`src/ncofs_pkg.sv`:
```
package ncofs_pkg;
	// ----------------------------------------
	// widths
	// ----------------------------------------
	localparam int ACC_W = 32;
	localparam int PH_W = 12;
	localparam int NUM_PH = 4;
	// ----------------------------------------
	// register byte offsets
	// ----------------------------------------
	localparam logic [7:0] OFF_FREQ_A = 8'h00;
	localparam logic [7:0] OFF_FREQ_B = 8'h04;
	localparam logic [7:0] OFF_PHASE0 = 8'h08;
	localparam logic [7:0] OFF_PHASE1 = 8'h0C;
	localparam logic [7:0] OFF_PHASE2 = 8'h10;
	localparam logic [7:0] OFF_PHASE3 = 8'h14;
	localparam logic [7:0] OFF_CTRL = 8'h18;
	localparam logic [7:0] OFF_STATUS = 8'h1C;
	localparam logic [7:0] OFF_ACC = 8'h20;
	// ----------------------------------------
	// control fields
	// ----------------------------------------
	localparam int CTRL_FREQ_BIT = 0;
	localparam int CTRL_PH_LO = 1;
	localparam int CTRL_PH_HI = 2;
	localparam int CTRL_USE_BITS = 3;
	// ----------------------------------------
	// reset values
	// ----------------------------------------
	localparam logic [31:0] FREQ_RST = 32'h0000_0000;
	localparam logic [11:0] PHASE_RST = 12'h000;
	localparam logic [3:0] CTRL_RST = 4'h0;
	// ----------------------------------------
	// bus responses
	// ----------------------------------------
	localparam logic [1:0] RESP_OKAY = 2'h0;
	localparam logic [1:0] RESP_SLVERR = 2'h2;
endpackage

```
`src/ncofs_core.sv`:
```
`timescale 1ns/1ps
module ncofs_core #(
	parameter int ACC_W = 32,
	parameter int PH_W = 12
) (
	// clock and reset
	input wire logic aclk,
	input wire logic aresetn,
	// selected settings
	input wire logic [ACC_W-1:0] step,
	input wire logic [PH_W-1:0] offset,
	// results
	output logic [ACC_W-1:0] acc,
	output logic [PH_W-1:0] table_phase
);
	logic [ACC_W-1:0] next_acc;
	logic [PH_W-1:0] next_phase;

	assign next_acc = acc + step;
	assign next_phase = acc[ACC_W-1 -: PH_W] + offset;

	always_ff @(posedge aclk) begin
		if (!aresetn) begin
			acc <= '0;
			table_phase <= '0;
		end else begin
			acc <= next_acc;
			table_phase <= next_phase;
		end
	end

	chk_acc_step: assert property (@(posedge aclk) disable iff (!aresetn)
		$past(aresetn) |-> acc == $past(acc) + $past(step))
		else $error("accumulator did not advance by step");

	chk_phase_sum: assert property (@(posedge aclk) disable iff (!aresetn)
		$past(aresetn) |-> table_phase == PH_W'($past(acc[ACC_W-1 -: PH_W]) + $past(offset)))
		else $error("table phase not offset sum");
endmodule // ncofs_core

```
`src/ncofs_top.sv`:
```
`timescale 1ns/1ps
// Summary of operation
// - exactly one of the two frequency words drives the accumulator step.
// - the word choice comes from the pin or from a control bit.
// - the choice pin is sampled on each rising clock edge and acts only through that sample.
// - four phase offset registers exist and the chosen one is added before the table.
// - the two phase choice pins form a two-bit index of the offset register.
// - the phase index can instead come from two control bits.
// - the phase choice pins are sampled on rising edges and kept steady there.
// - phase advances by the selected step every clock period.
// - the accumulator is 32 bits and wraps modulo two to the thirty-second.
// - each offset is 12 bits and adds to the accumulator top bits.
// - the table phase is the top 12 bits.
// - the index is binary with the low pin as least significant bit.
module ncofs_top #(
	parameter int ACC_W = 32,
	parameter int PH_W = 12
) (
	// clock and reset
	input wire logic aclk,
	input wire logic aresetn,
	// selection pins
	input wire logic freq_word_choice,
	input wire logic phase_choice_lo,
	input wire logic phase_choice_hi,
	// write address
	input wire logic [7:0] s_axi_awaddr,
	input wire logic s_axi_awvalid,
	output logic s_axi_awready,
	// write data
	input wire logic [31:0] s_axi_wdata,
	input wire logic [3:0] s_axi_wstrb,
	input wire logic s_axi_wvalid,
	output logic s_axi_wready,
	// write response
	output logic [1:0] s_axi_bresp,
	output logic s_axi_bvalid,
	input wire logic s_axi_bready,
	// read address
	input wire logic [7:0] s_axi_araddr,
	input wire logic s_axi_arvalid,
	output logic s_axi_arready,
	// read data
	output logic [31:0] s_axi_rdata,
	output logic [1:0] s_axi_rresp,
	output logic s_axi_rvalid,
	input wire logic s_axi_rready,
	// oscillator outputs
	output logic [ACC_W-1:0] phase_acc,
	output logic [PH_W-1:0] table_phase
);
	// ----------------------------------------
	// registers
	// ----------------------------------------
	logic [ACC_W-1:0] freq_word_a;
	logic [ACC_W-1:0] freq_word_b;
	logic [PH_W-1:0] phase_offset_reg [ncofs_pkg::NUM_PH];
	logic [3:0] ctrl;
	logic freq_pin_q;
	logic [1:0] phase_pin_q;
	logic [ACC_W-1:0] step;
	logic [PH_W-1:0] offset;

	function automatic logic [31:0] merge(input logic [31:0] old, input logic [31:0] d,
		input logic [3:0] s);
		logic [31:0] r;
		r = old;
		for (int i = 0; i < 4; i++) begin
			if (s[i]) r[8*i +: 8] = d[8*i +: 8];
		end
		return r;
	endfunction
	function automatic logic is_phase(input logic [7:0] a);
		return a >= ncofs_pkg::OFF_PHASE0 && a <= ncofs_pkg::OFF_PHASE3 && a[1:0] == 2'h0;
	endfunction
	function automatic logic [1:0] phase_idx(input logic [7:0] a);
		return 2'((a - ncofs_pkg::OFF_PHASE0) >> 2);
	endfunction

	// ----------------------------------------
	// selection
	// ----------------------------------------
	wire use_bits = ctrl[ncofs_pkg::CTRL_USE_BITS];
	wire sel_b = use_bits ? ctrl[ncofs_pkg::CTRL_FREQ_BIT] : freq_pin_q;
	wire [1:0] sel_ph = use_bits ? {ctrl[ncofs_pkg::CTRL_PH_HI], ctrl[ncofs_pkg::CTRL_PH_LO]}
		: phase_pin_q;
	wire [ACC_W-1:0] next_step = sel_b ? freq_word_b : freq_word_a;
	wire [PH_W-1:0] next_offset = phase_offset_reg[sel_ph];

	always_ff @(posedge aclk) begin
		if (!aresetn) begin
			freq_pin_q <= 1'b0;
			phase_pin_q <= 2'h0;
			step <= '0;
			offset <= '0;
		end else begin
			freq_pin_q <= freq_word_choice;
			phase_pin_q <= {phase_choice_hi, phase_choice_lo};
			step <= next_step;
			offset <= next_offset;
		end
	end

	ncofs_core #(.ACC_W(ACC_W), .PH_W(PH_W)) u_core (
		.aclk(aclk),
		.aresetn(aresetn),
		.step(step),
		.offset(offset),
		.acc(phase_acc),
		.table_phase(table_phase)
	);

	// ----------------------------------------
	// axi write
	// ----------------------------------------
	logic aw_held;
	logic w_held;
	logic [7:0] aw_q;
	logic [31:0] wd_q;
	logic [3:0] ws_q;
	wire [7:0] wa = aw_held ? aw_q : s_axi_awaddr;
	wire [31:0] wd = w_held ? wd_q : s_axi_wdata;
	wire [3:0] ws = w_held ? ws_q : s_axi_wstrb;
	wire have_aw = aw_held | (s_axi_awvalid & s_axi_awready);
	wire have_w = w_held | (s_axi_wvalid & s_axi_wready);
	wire do_wr = have_aw & have_w & ~s_axi_bvalid;
	wire [1:0] wr_idx = phase_idx(wa);
	wire wr_ph = is_phase(wa);
	wire wr_ok = wa == ncofs_pkg::OFF_FREQ_A || wa == ncofs_pkg::OFF_FREQ_B
		|| wr_ph || wa == ncofs_pkg::OFF_CTRL;
	wire [31:0] ph_old = {20'h0, phase_offset_reg[wr_idx]};
	wire [31:0] ph_new = merge(ph_old, wd, ws);
	wire [31:0] ctrl_new = merge({28'h0, ctrl}, wd, ws);

	always_ff @(posedge aclk) begin
		if (!aresetn) begin
			s_axi_awready <= 1'b0;
			s_axi_wready <= 1'b0;
			s_axi_bvalid <= 1'b0;
			s_axi_bresp <= ncofs_pkg::RESP_OKAY;
			aw_held <= 1'b0;
			w_held <= 1'b0;
			aw_q <= 8'h00;
			wd_q <= 32'h0000_0000;
			ws_q <= 4'h0;
			freq_word_a <= ncofs_pkg::FREQ_RST;
			freq_word_b <= ncofs_pkg::FREQ_RST;
			ctrl <= ncofs_pkg::CTRL_RST;
			for (int i = 0; i < ncofs_pkg::NUM_PH; i++) phase_offset_reg[i] <= ncofs_pkg::PHASE_RST;
		end else begin
			s_axi_awready <= ~have_aw & ~s_axi_awready & ~s_axi_bvalid;
			s_axi_wready <= ~have_w & ~s_axi_wready & ~s_axi_bvalid;
			if (s_axi_awvalid & s_axi_awready) begin
				aw_q <= s_axi_awaddr;
			end
			if (s_axi_wvalid & s_axi_wready) begin
				wd_q <= s_axi_wdata;
				ws_q <= s_axi_wstrb;
			end
			aw_held <= have_aw & ~do_wr;
			w_held <= have_w & ~do_wr;
			if (do_wr) begin
				s_axi_bvalid <= 1'b1;
				s_axi_bresp <= wr_ok ? ncofs_pkg::RESP_OKAY : ncofs_pkg::RESP_SLVERR;
				if (wa == ncofs_pkg::OFF_FREQ_A) freq_word_a <= merge(freq_word_a, wd, ws);
				if (wa == ncofs_pkg::OFF_FREQ_B) freq_word_b <= merge(freq_word_b, wd, ws);
				if (wr_ph) phase_offset_reg[wr_idx] <= ph_new[PH_W-1:0];
				if (wa == ncofs_pkg::OFF_CTRL) ctrl <= ctrl_new[3:0];
			end else if (s_axi_bready) begin
				s_axi_bvalid <= 1'b0;
			end
		end
	end

	// ----------------------------------------
	// axi read
	// ----------------------------------------
	wire [7:0] ra = s_axi_araddr;
	wire [1:0] rd_idx = phase_idx(ra);
	wire rd_ph = is_phase(ra);
	wire [31:0] status = {29'h0, sel_ph, sel_b};
	wire [31:0] rd_val = ra == ncofs_pkg::OFF_FREQ_A ? freq_word_a
		: ra == ncofs_pkg::OFF_FREQ_B ? freq_word_b
		: rd_ph ? {20'h0, phase_offset_reg[rd_idx]}
		: ra == ncofs_pkg::OFF_CTRL ? {28'h0, ctrl}
		: ra == ncofs_pkg::OFF_STATUS ? status
		: ra == ncofs_pkg::OFF_ACC ? phase_acc : 32'h0000_0000;
	wire rd_ok = ra == ncofs_pkg::OFF_FREQ_A || ra == ncofs_pkg::OFF_FREQ_B || rd_ph
		|| ra == ncofs_pkg::OFF_CTRL || ra == ncofs_pkg::OFF_STATUS || ra == ncofs_pkg::OFF_ACC;

	always_ff @(posedge aclk) begin
		if (!aresetn) begin
			s_axi_arready <= 1'b0;
			s_axi_rvalid <= 1'b0;
			s_axi_rdata <= 32'h0000_0000;
			s_axi_rresp <= ncofs_pkg::RESP_OKAY;
		end else begin
			s_axi_arready <= ~s_axi_arready & ~s_axi_rvalid & s_axi_arvalid;
			if (s_axi_arvalid & s_axi_arready) begin
				s_axi_rvalid <= 1'b1;
				s_axi_rdata <= rd_val;
				s_axi_rresp <= rd_ok ? ncofs_pkg::RESP_OKAY : ncofs_pkg::RESP_SLVERR;
			end else if (s_axi_rready) begin
				s_axi_rvalid <= 1'b0;
			end
		end
	end

	// ----------------------------------------
	// checks
	// ----------------------------------------
	chk_freq_select: assert property (@(posedge aclk) disable iff (!aresetn)
		step == freq_word_a || step == freq_word_b || $changed(freq_word_a) || $changed(freq_word_b)
		|| $past(!aresetn))
		else $error("step is neither frequency word");
	chk_pin_path: assert property (@(posedge aclk) disable iff (!aresetn)
		!use_bits ##1 ($stable(freq_word_a) && $stable(freq_word_b))
		|-> step == ($past(freq_word_choice, 2) ? freq_word_b : freq_word_a))
		else $error("pin choice not two cycles to step");
	chk_bit_path: assert property (@(posedge aclk) disable iff (!aresetn)
		use_bits |=> step == ($past(ctrl[ncofs_pkg::CTRL_FREQ_BIT]) ? $past(freq_word_b)
		: $past(freq_word_a)))
		else $error("control bit not steering frequency");
	chk_phase_index: assert property (@(posedge aclk) disable iff (!aresetn)
		!use_bits ##1 !use_bits |-> sel_ph == {$past(phase_choice_hi), $past(phase_choice_lo)})
		else $error("phase index not binary of sampled pins");
	chk_phase_bits: assert property (@(posedge aclk) disable iff (!aresetn)
		use_bits |=> offset == $past(phase_offset_reg[{ctrl[ncofs_pkg::CTRL_PH_HI],
		ctrl[ncofs_pkg::CTRL_PH_LO]}]))
		else $error("control bits not steering phase");
	chk_offset_pick: assert property (@(posedge aclk) disable iff (!aresetn)
		$past(aresetn) && $stable(sel_ph) |-> offset == $past(phase_offset_reg[sel_ph]))
		else $error("offset not the selected register");
	chk_no_reload: assert property (@(posedge aclk) disable iff (!aresetn)
		$past(aresetn) && $changed(step) |-> phase_acc == $past(phase_acc) + $past(step))
		else $error("accumulator jumped on selection change");
	chk_bresp_once: assert property (@(posedge aclk) disable iff (!aresetn)
		s_axi_bvalid && !s_axi_bready |=> s_axi_bvalid)
		else $error("write response dropped early");
endmodule // ncofs_top

```
`config.mk`:
```
export PLATFORM = sky130hd
export DESIGN_NAME = ncofs_top
export DESIGN_NICKNAME = d
export VERILOG_FILES = /design/src/ncofs_pkg.sv /design/src/ncofs_core.sv /design/src/ncofs_top.sv
export SDC_FILE = /design/constraint.sdc
export NUM_CORES = 1
export LEC_CHECK = 0
export CELL_PAD_IN_SITES_DETAIL_PLACEMENT = 1
export CELL_PAD_IN_SITES_GLOBAL_PLACEMENT = 1
export CORE_MARGIN = 10
export CORE_UTILIZATION = 45
export DETAILED_ROUTE_END_ITERATION = 6
export DONT_BUFFER_PORTS = 1
export PLACE_DENSITY = 0.71
export SLEW_MARGIN = 30
export SYNTH_ARGS = -nofsm -noshare
export SYNTH_HDL_FRONTEND = slang
export SYNTH_SLANG_ARGS = --single-unit
```
`constraint.sdc`:
```
create_clock -name aclk -period 3.1 [get_ports aclk]
set_input_delay 0.93 -clock aclk [delete_from_list [all_inputs] [get_ports aclk]]
set_output_delay 0.93 -clock aclk [all_outputs]
set_load 0.05 [all_outputs]
```
### Word-level counts from Yosys, hierarchy flattened

Memory sizes are Yosys's and may differ from the RTL's. A register that Yosys moved wholly into a read port is not among the register bits.
Cells that the tools add are included.
W data, S select, Z words.

* bits in latches: 0
* bits of input ports: 62
* bits in registers: 234
* logic and storage cells: 126
* memory bits (writable): 48
* ROM bits: 0
* memories kept: 1
* output and inout bits: 85

Memories
* phase_offset_reg: words 4, bits a word 12, read ports 2, clocked after memory_dff 1, write ports 4, line ncofs_top.sv:57 `logic [PH_W-1:0] phase_offset_reg [ncofs_pkg::NUM_PH];`

* add/sub/neg operators: 4
* equal/unequal tests: 8
* multipliers: 0
* muxes and demuxes: 28
* bitwise logic cells: 23
* div/mod/pow operators: 0
* order comparisons: 4
* reductions and logical operators: 31
* shifts and indexed selects: 0

Operator list (count)
* $mux W32: 8
* $add A32 B32 Y32: 1
* $reduce_and A3 Y1: 9
* $eq A8 B5 Y1 const B: 3
* $eq A8 B3 Y1 const B: 2
* $ge A8 B4 Y1 const B: 2
* $le A8 B5 Y1 const B: 2
* $logic_not A8 Y1: 2
* $mux W8: 2
* $and A1 B1 Y1: 13
* $add A12 B12 Y12: 1
* $mux W12: 1
* $reduce_or A12 Y1: 1
* $mux W1: 10
* $mux W2: 5
* $eq A8 B6 Y1 const B: 1
* $logic_or A1 B1 Y1: 8
* $mux W4: 2
* $not A1 Y1: 8
* $sub A4 B4 Y4 const B: 2
* $logic_and A1 B1 Y1: 4
* $logic_not A2 Y1: 2
* $reduce_and A2 Y1: 2
* $reduce_bool A2 Y1: 2
* other kinds (3): 5

### Logic depth before layout (Yosys ltp)

Gate-level depths: netlist (run 1).

* depth after elaboration: 11
* mapped depth: 10
* depth with buffers taken out: 10

### Cells and area by module

From an unflattened synthesis (run 1), not the netlist that was laid out.

* cells, all modules: 1593
* area, all modules: 14843.0 sq um

Modules (own cells, without submodules)
* ncofs_top: cells an instance 1191, area an instance 11469.8 sq um, instances 1
* ncofs_core: cells an instance 402, area an instance 3373.2 sq um, instances 1

### Least setup slack after synthesis (run 1)

OpenSTA, ideal clock, no wires.

* kind: register to register
* start point: reg u_core.acc[0]
* end point: reg u_core.acc[26]
* setup slack: 286 ps
* cell stages (with the launch flop): 11
* required time: 3036 ps
* buffers on the path: 0
* data arrival time: 2750 ps
* period minus slack after synthesis: 2814 ps
* path through: dfxtp_1 -> ha_1 -> inv_1 -> fa_1 -> nand2b_1 -> a21oi_2 -> o21ai_2 -> o31ai_4 -> a21oi_2 -> or4b_1 -> nand4_1

* word-level cells in the longest chain between the ends: 1

Ends and longest elaborated chain
* start, declared: line ncofs_core.sv:13 `output logic [ACC_W-1:0] acc,`
* start signal, assigned: line ncofs_core.sv:27 `acc <= next_acc;`
* $add A32 B32 Y32: line ncofs_core.sv:19 `assign next_acc = acc + step;`

Every way passes these cells.
A chain may end at the register's enable or synchronous reset.

### Worst setup path after layout (run 1)

* start point: reg u_core.acc[0]
* end point: reg u_core.acc[30]

The elaborated chain is that of the path after synthesis.

==> results of run 1 <==
## final timing paths
check | slack (ps) | start | endpoint | cells after the start
hold / removal | 460 | wd_q[29]$_SDFFE_PN0P_ | wd_q[29]$_SDFFE_PN0P_ | 2
setup / recovery | 340 | u_core.acc[0]$_SDFF_PN0_ | u_core.acc[30]$_SDFF_PN0_ | 10
setup reg to reg | 340 | u_core.acc[0]$_SDFF_PN0_ | u_core.acc[30]$_SDFF_PN0_ | 10
hold reg to reg | 460 | wd_q[29]$_SDFFE_PN0P_ | wd_q[29]$_SDFFE_PN0P_ | 2
## report_power, final
part	internal (W)	switching [W]	total [W]	leakage (nW)
clock	0.00253	0.00156	0.00409	0.569
sequential	0.00396	0.000213	0.00417	2.47
combinational	0.000264	0.000364	0.000628	3.62
## worst min-delay path: cells and delay by family (launching register included)
family	cells	cell delay [ps]
flip-flops	1	300
AND/OR/NAND/NOR	1	40
AO/OA/AOI/OAI	1	70
## layout make-up
cell class | count | area [sq um]
fill | 3511 | 15300
multi-input combinational | 1079 | 7600
sequential | 292 | 6330
clock buffer | 51 | 1060
timing repair buffer | 68 | 548
tap | 402 | 503
clock inverter | 8 | 96.3
inverter | 23 | 86.3
## Yosys cell counts, drive strengths merged, types with 31 or more instances
library cell | n | share of area
mux2i | 62 | 0.043
nor2b | 53 | 0.023
nand2 | 231 | 0.061
a21boi | 81 | 0.043
and2 | 50 | 0.022
edfxtp | 48 | 0.10
nor2 | 78 | 0.021
nor3 | 35 | 0.015
o211a | 32 | 0.022
ha | 42 | 0.037
a21oi | 66 | 0.023
o21ai | 46 | 0.016
mux2 | 61 | 0.048
dfxtp | 244 | 0.34
clkbuf | 58 | 0.015
buf | 31 | 0.012
## cells by family after synthesis
logic type	after synthesis	share of synthesized area
AND/OR/NAND/NOR	537	0.184
other	1	0.000261
AO/OA/AOI/OAI	318	0.160
multiplexers	143	0.122
flip-flops	292	0.440
adder cells (fa/ha/maj)	44	0.0393
XOR/XNOR	35	0.0213
buffers and inverters	112	0.0333
## per-stage QoR
step / hold slack (ps) / setup WS, ps / total power [W] / instances / util
floorplan: 438 / 286 / 0.00472 / 1483 / -
global placement: 446 / 212 / 0.00486 / 1864 / 0.477
detailed placement: 454 / 191 / 0.00488 / 1864 / 0.477
CTS: 462 / 343 / 0.00898 / 1923 / 0.514
global route: 480 / 193 / 0.00921 / 1923 / 0.514
finish: 462 / 343 / 0.00889 / 1923 / 0.514
## metal layers
metal | GRT usage | vias to the layer above
met3 | 0.0487 | 43
met4 | 0.0540 | 0
met2 | 0.323 | 243
li1 | - | 5308
met1 | 0.295 | 5509
met5 | 0 | -
==> run summary, run 1 <==
commonest non-fill, non-tap cells in the layout: dfxtp_1 (243), nand2_1 (227), a21boi_0 (79)
final period utilization: 0.889
LEAKAGE: 6.66 nW
vias in the first global route: 11,300
hpwl dp: 30.8 mm
post-cts hold buffer count: 0
core area: 31,600 sq um
Async SR Flop Fraction: 0
die width: 199 microns
fin area: 16,200 sq um
largest net degree at the start of global routing: 263
max-slew violations: 0
min Tclk post-route: 2760 ps
flops & latches, synth: 292
Worst setup SP type: register
Synth Cell Area: 14,400 sq um
Pre-antenna DRT Iters: 5
Post-CTS Resized: 0
top cell family by delay on the critical path: compound AO/OA/AOI/OAI gates
Global Route Usage Sum: 0.212
DR DRC count: 0
die height: 199 microns
clock slew at reported path FFs: 60 ps
critical path class: reg2reg
worst-margin pin slew: 862 ps
Max Buffers Root-to-Sink: 3
max reg flops: 48
Worst slew margin: 0.409
grt total ovfl: 0
CP Cell Sequence: ha_1 > inv_1 > fa_1 > nand2b_1 > a21oi_2 > o21ai_2 > o31ai_4 > a211oi_1 > o31ai_1 > mux2i_1
sequential fraction of the synthesis area: 0.440
CTS tree: built
Pwr Density: 548 nW/um^2
routed len/inst: 22.1 microns
Clock Sinks: 292
unrepaired setup endpoints after global routing: no
WL met2: 18.6 mm
vias per cell: 5.77
Mapped Cells: 1,482
initial antenna violation count: 0
Yosys cell types: 71
drt initial violations: 768
crit end category: register
setup repair bufs after CTS: 0
CP max stage cell: o31ai_4
DP Area: 15,100 sq um
Top Ports: 147
layout cell share with drive strength beyond 1: 0.149
Req. time, crit path: 3530 ps
CP Max Fanout: 7
CP peak stage delay: 450 ps
top layer in use: met4
Area growth syn-to-layout: 12.8%
YS warnings: 0
first-pass GRT wire length: 66.1 mm
post-route ant nets: 0
Initial Util: 0.456
status: finished, final reports clean
EDFF count, synth: 48
die area: 39,500 sq um
achievable frequency: 0.363 GHz
synthesized area per cell: 9.71 sq um
Diodes inserted: 0
Top FF cell, synth: dfxtp_1
Clock Latency Late Sink: 500 ps
via count: 11,100
setup violators final: 0
most common cell after layout, fill and taps aside: dfxtp_1
CTS Root Cell: clkbuf_16
num rows: 65
Max VDD drop: 0.318 mV
Final Hold Viols: 0
Hold Path Class: reg2reg
Worst Path Arrival: 3180 ps
setup TNS: 0 ps
drt total wl: 42.4 mm
TritonCTS Buffers: 35
met1 WL: 20.0 mm
IO Port Bufs: 0
WL met3: 2.96 mm
# nets final: 1,605
gpl congestion: 0.900
htree depth: 2
WP buf/inv: 1
maxcap violations: 0
clk_skew: 14.7 ps
No activity file was read; power rests on OpenSTA's default activity.
==> inputs of run 2 (changes only) <==
- MAX_ROUTING_LAYER: unset -> met4
==> run 2 against run 1 <==
- sequential power about the same
- clock power shrank 1%
- critical path depth did not move
- clock-buffer cell count fell by 4
- global-route usage increased by 0.49 points
- register-to-register slack about the same
- first-iteration DRC count is 5.5% lower
- worst hold slack improved by 0.81 ps
- non-clock buffer count is 1 higher
- combinational power fell by 2%
- die area is the same
- highest routed layer unchanged
- routed wire length fell by 0.88%
==> run summary, run 2 (same netlist as run 1, synthesis figures left out) <==
status: finished, final reports clean
hpwl dp: 30.6 mm
Max VDD drop: 0.378 mV
vias per cell: 5.75
clk_skew: 12.0 ps
core area: 31,600 sq um
max-slew violations: 0
Post-CTS Resized: 0
Top Ports: 147
achievable frequency: 0.363 GHz
grt total ovfl: 0
setup TNS: 0 ps
Req. time, crit path: 3560 ps
critical path class: reg2reg
gpl congestion: 0.884
CTS Root Cell: clkbuf_16
IO Port Bufs: 0
die width: 199 microns
die area: 39,500 sq um
LEAKAGE: 6.65 nW
Pwr Density: 545 nW/um^2
Global Route Usage Sum: 0.217
first-pass GRT wire length: 65.5 mm
Hold Path Class: reg2reg
DR DRC count: 0
largest net degree at the start of global routing: 263
Worst Path Arrival: 3220 ps
commonest non-fill, non-tap cells in the layout: dfxtp_1 (243), nand2_1 (227), a21boi_0 (79)
# nets final: 1,606
max reg flops: 48
vias in the first global route: 11,100
Max Buffers Root-to-Sink: 3
CTS tree: built
worst-margin pin slew: 832 ps
htree depth: 2
Clock Sinks: 292
setup violators final: 0
setup repair bufs after CTS: 0
final period utilization: 0.890
CP Max Fanout: 7
fin area: 16,200 sq um
Area growth syn-to-layout: 12.4%
min Tclk post-route: 2760 ps
most common cell after layout, fill and taps aside: dfxtp_1
drt initial violations: 726
unrepaired setup endpoints after global routing: no
Clock Latency Late Sink: 530 ps
post-cts hold buffer count: 0
Pre-antenna DRT Iters: 5
die height: 199 microns
via count: 11,100
maxcap violations: 0
placed cells: 1,865
clock slew at reported path FFs: 60 ps
DP Area: 15,000 sq um
num rows: 65
Final Hold Viols: 0
crit end category: register
post-route ant nets: 0
Worst setup SP type: register
Non-Filler Instances: 1,926
drt total wl: 42.1 mm
Initial Util: 0.456
Worst slew margin: 0.429
routed len/inst: 21.8 microns
layout cell share with drive strength beyond 1: 0.152
TritonCTS Buffers: 35
initial antenna violation count: 1
## run 2: final timing paths
| check | start | endpoint | slack [ps] | cells after the start |
|---|---|---|---|---|
| worst max-delay path | u_core.acc[0]$_SDFF_PN0_ | u_core.acc[26]$_SDFF_PN0_ | 340 | 10 |
| worst min-delay path | wd_q[24]$_SDFFE_PN0P_ | wd_q[24]$_SDFFE_PN0P_ | 460 | 2 |
| worst max register to register | u_core.acc[0]$_SDFF_PN0_ | u_core.acc[26]$_SDFF_PN0_ | 340 | 10 |
| worst min register to register | wd_q[24]$_SDFFE_PN0P_ | wd_q[24]$_SDFFE_PN0P_ | 460 | 2 |
## run 2: layout make-up
cell class	count	area, sq um
antenna	1	2.50
clock buffer	47	992
clock inverter	13	130
fill	3523	15400
inverter	23	86.3
multi-input combinational	1079	7600
sequential	292	6330
tap	402	503
timing repair buffer	69	531
## run 2: per-stage QoR
stage	utilization	total power, W	setup WS (ps)	hold WS, ps
final	0.513	0.00882	342	462
after global routing	0.513	0.00912	235	484
after global placement	0.477	0.00486	217	445
after floorplan	-	0.00472	286	438
after detailed placement	0.477	0.00487	212	456
after CTS	0.512	0.00890	321	464
## run 2: routing by layer
layer	routed length, microns	vias up	global-route usage
met2	18300	249	0.318
met3	2810	55	0.0461
met1	20300	5448	0.300
met4	674	0	0.0461
li1	-	5322	-
met5	0	-	-
## run 2: critical path: stages, from the launching register on
cell and delay, ps:
dfxtp_1 330, ha_1 170, inv_1 60, fa_1 380, nand2b_1 210, a21oi_2 190, o21ai_2 130, o31ai_4 450
a21oi_2 140, or4b_1 520, nand4_1 100
## run 2: power breakdown
part / switching (W) / internal (W) / leakage, nW
Sequential: 0.000217 / 0.00396 / 2.47
Combinational: 0.000353 / 0.000262 / 3.61
Clock: 0.00161 / 0.00242 / 0.560
==> inputs of run 3 (changes only) <==
==> constraint.sdc (replaced) <==
create_clock -name aclk -period 3.1 [get_ports aclk]
set_input_delay 0.155 -clock aclk [delete_from_list [all_inputs] [get_ports aclk]]
set_output_delay 0.155 -clock aclk [all_outputs]
set_load 0.05 [all_outputs]
==> run 3 against run 2 <==
- clock-buffer cell count up 7
- critical path depth decreased by 3
- non-clock buffer count is 71 higher
- first-iteration DRC count down 13%
- flip-flop and latch count unchanged
- critical path type unchanged
- largest power group unchanged
==> run summary, run 3 (same netlist as run 1, synthesis figures left out) <==
crit end category: register
WP buf/inv: 2
fill count: 3,449
post-route ant nets: 0
CTS tree: built
layout cell share with drive strength beyond 1: 0.135
Pwr Density: 536 nW/um^2
Worst Hold Depth: 3
CP max stage cell: dfxtp_2
initial antenna violation count: 4
largest net degree at the start of global routing: 229
r2r startpoint: w_held$_SDFF_PN0_
r2r endpoint: freq_word_a[24]$_SDFFE_PN0P_
min Tclk post-route: 2880 ps
WHS Endpoint: freq_word_b[24]$_SDFFE_PN0P_
area occupied by multi-input gates: 7600 sq um
most common cell after layout, fill and taps aside: dfxtp_1
top cell family by delay on the critical path: buffers and inverters
vias per cell: 5.79
htree depth: 2
unrepaired setup endpoints after global routing: no
setup TNS: 0 ps
Max VDD drop: 0.400 mV
LEAKAGE: 7.01 nW
gpl congestion: 0.893
Worst setup SP type: register
routed len/inst: 22.9 microns
CTS Root Cell: clkbuf_16
Final Power: 0.00910 W
Top Ports: 147
IO Port Bufs: 0
Post-CTS Resized: 0
Worst Path Arrival: 3290 ps
DR DRC count: 0
post-cts hold buffer count: 87
maxcap violations: 0
setup violators final: 0
worst-margin pin slew: 902 ps
core area: 31,600 sq um
max-slew violations: 0
Hold Crit Start: s_axi_wdata[24]
clk_skew: 17.6 ps
register area: 6330 sq um
CP peak stage delay: 700 ps
commonest non-fill, non-tap cells in the layout: dfxtp_1 (243), nand2_1 (227), dlygate4sd3_1 (86)
Req. time, crit path: 3510 ps
critical path class: reg2reg
num rows: 65
fin area: 17,000 sq um
grt total ovfl: 0
setup repair bufs after CTS: 0
status: finished, final reports clean
drt initial violations: 630
Max Buffers Root-to-Sink: 3
Final Hold Viols: 0
max reg flops: 48
TritonCTS Buffers: 36
vias in the first global route: 12,100
die width: 199 microns
Pre-antenna DRT Iters: 5
Reg2Reg Depth: 7
Global Route Usage Sum: 0.237
CP Cell Sequence: buf_4 > o21ai_0 > nor2_1 > nand2_2 > mux2i_1 > nor2b_1 > dlygate4sd3_1
reg-to-reg slack, setup: 220 ps
# nets final: 1,678
hpwl dp: 31.3 mm
Initial Util: 0.456
drt total wl: 45.8 mm
via count: 11,600
Hold Path Class: in2reg
Clock Latency Late Sink: 520 ps
DP Area: 14,900 sq um
die height: 199 microns
Clock Sinks: 292
achievable frequency: 0.347 GHz
Area growth syn-to-layout: 18.0%
first-pass GRT wire length: 72.0 mm
clock slew at reported path FFs: 60 ps
CP Max Fanout: 22
die area: 39,500 sq um
final period utilization: 0.929
Worst slew margin: 0.392
## run 3: cell types whose count changed in the layout (fill, tap and decap cells not counted)
| cell | delta |
|---|---|
| dlygate4sd3_1 | +86 |
| buf_4 | -15 |
| clkbuf_1 | +4 |
| clkbuf_8 | +2 |
| diode_2 | +2 |
| buf_12 | -1 |
| buf_16 | +1 |
| clkbuf_16 | +1 |
| clkinv_2 | -1 |
| clkinv_4 | -1 |
| inv_6 | -1 |
## run 3: layout make-up
cell class	count	share of cell area
Antenna cell	3	0.000442
Clock buffer	54	0.0624
Clock inverter	10	0.00634
Inverter	23	0.00508
Multi-Input combinational cell	1079	0.448
Sequential cell	292	0.373
Tap cell	402	0.0296
Timing Repair Buffer	140	0.0758
## run 3: worst max path at each step
stage | from | end | slack (ps) | cells after the start
floorplan | u_core.acc[0]$_SDFF_PN0_ | u_core.acc[26]$_SDFF_PN0_ | 290 | 10
global placement | u_core.acc[0]$_SDFF_PN0_ | u_core.acc[26]$_SDFF_PN0_ | 430 | 10
detailed placement | u_core.acc[0]$_SDFF_PN0_ | u_core.acc[26]$_SDFF_PN0_ | 350 | 10
CTS | w_held$_SDFF_PN0_ | freq_word_a[24]$_SDFFE_PN0P_ | 200 | 7
global route | w_held$_SDFF_PN0_ | freq_word_a[24]$_SDFFE_PN0P_ | 5 | 7
finish | w_held$_SDFF_PN0_ | freq_word_a[24]$_SDFFE_PN0P_ | 220 | 7
## run 3: power by group
group | total (W) | internal [W] | switching (W)
Clock | 0.00417 | 0.00253 | 0.00164
Sequential | 0.00418 | 0.00396 | 0.000214
Combinational | 0.000760 | 0.000326 | 0.000433
## run 3: worst min-delay path: stages
cell,delay [ps]
mux2_2,150
mux2i_1,80
nor2b_1,100
## run 3: per-stage QoR
step / setup slack [ps] / instances / hold slack, ps / util
2_1_floorplan: 286 / 1483 / 282 / -
3_3_place_gp: 428 / 1849 / 285 / 0.473
3_5_place_dp: 348 / 1849 / 287 / 0.473
4_1_cts: 198 / 2000 / 1.80 / 0.538
5_1_grt: 5.05 / 2003 / 19.1 / 0.538
6_report: 221 / 2003 / 5.55 / 0.538
## run 3: routing by layer
metal / up-vias / routed length (microns) / track usage
li1: 5476 / - / -
met3: 50 / 2940 / 0.0463
met2: 286 / 20400 / 0.355
met4: 0 / 808 / 0.0526
met5: - / 0 / -
met1: 5782 / 21600 / 0.325
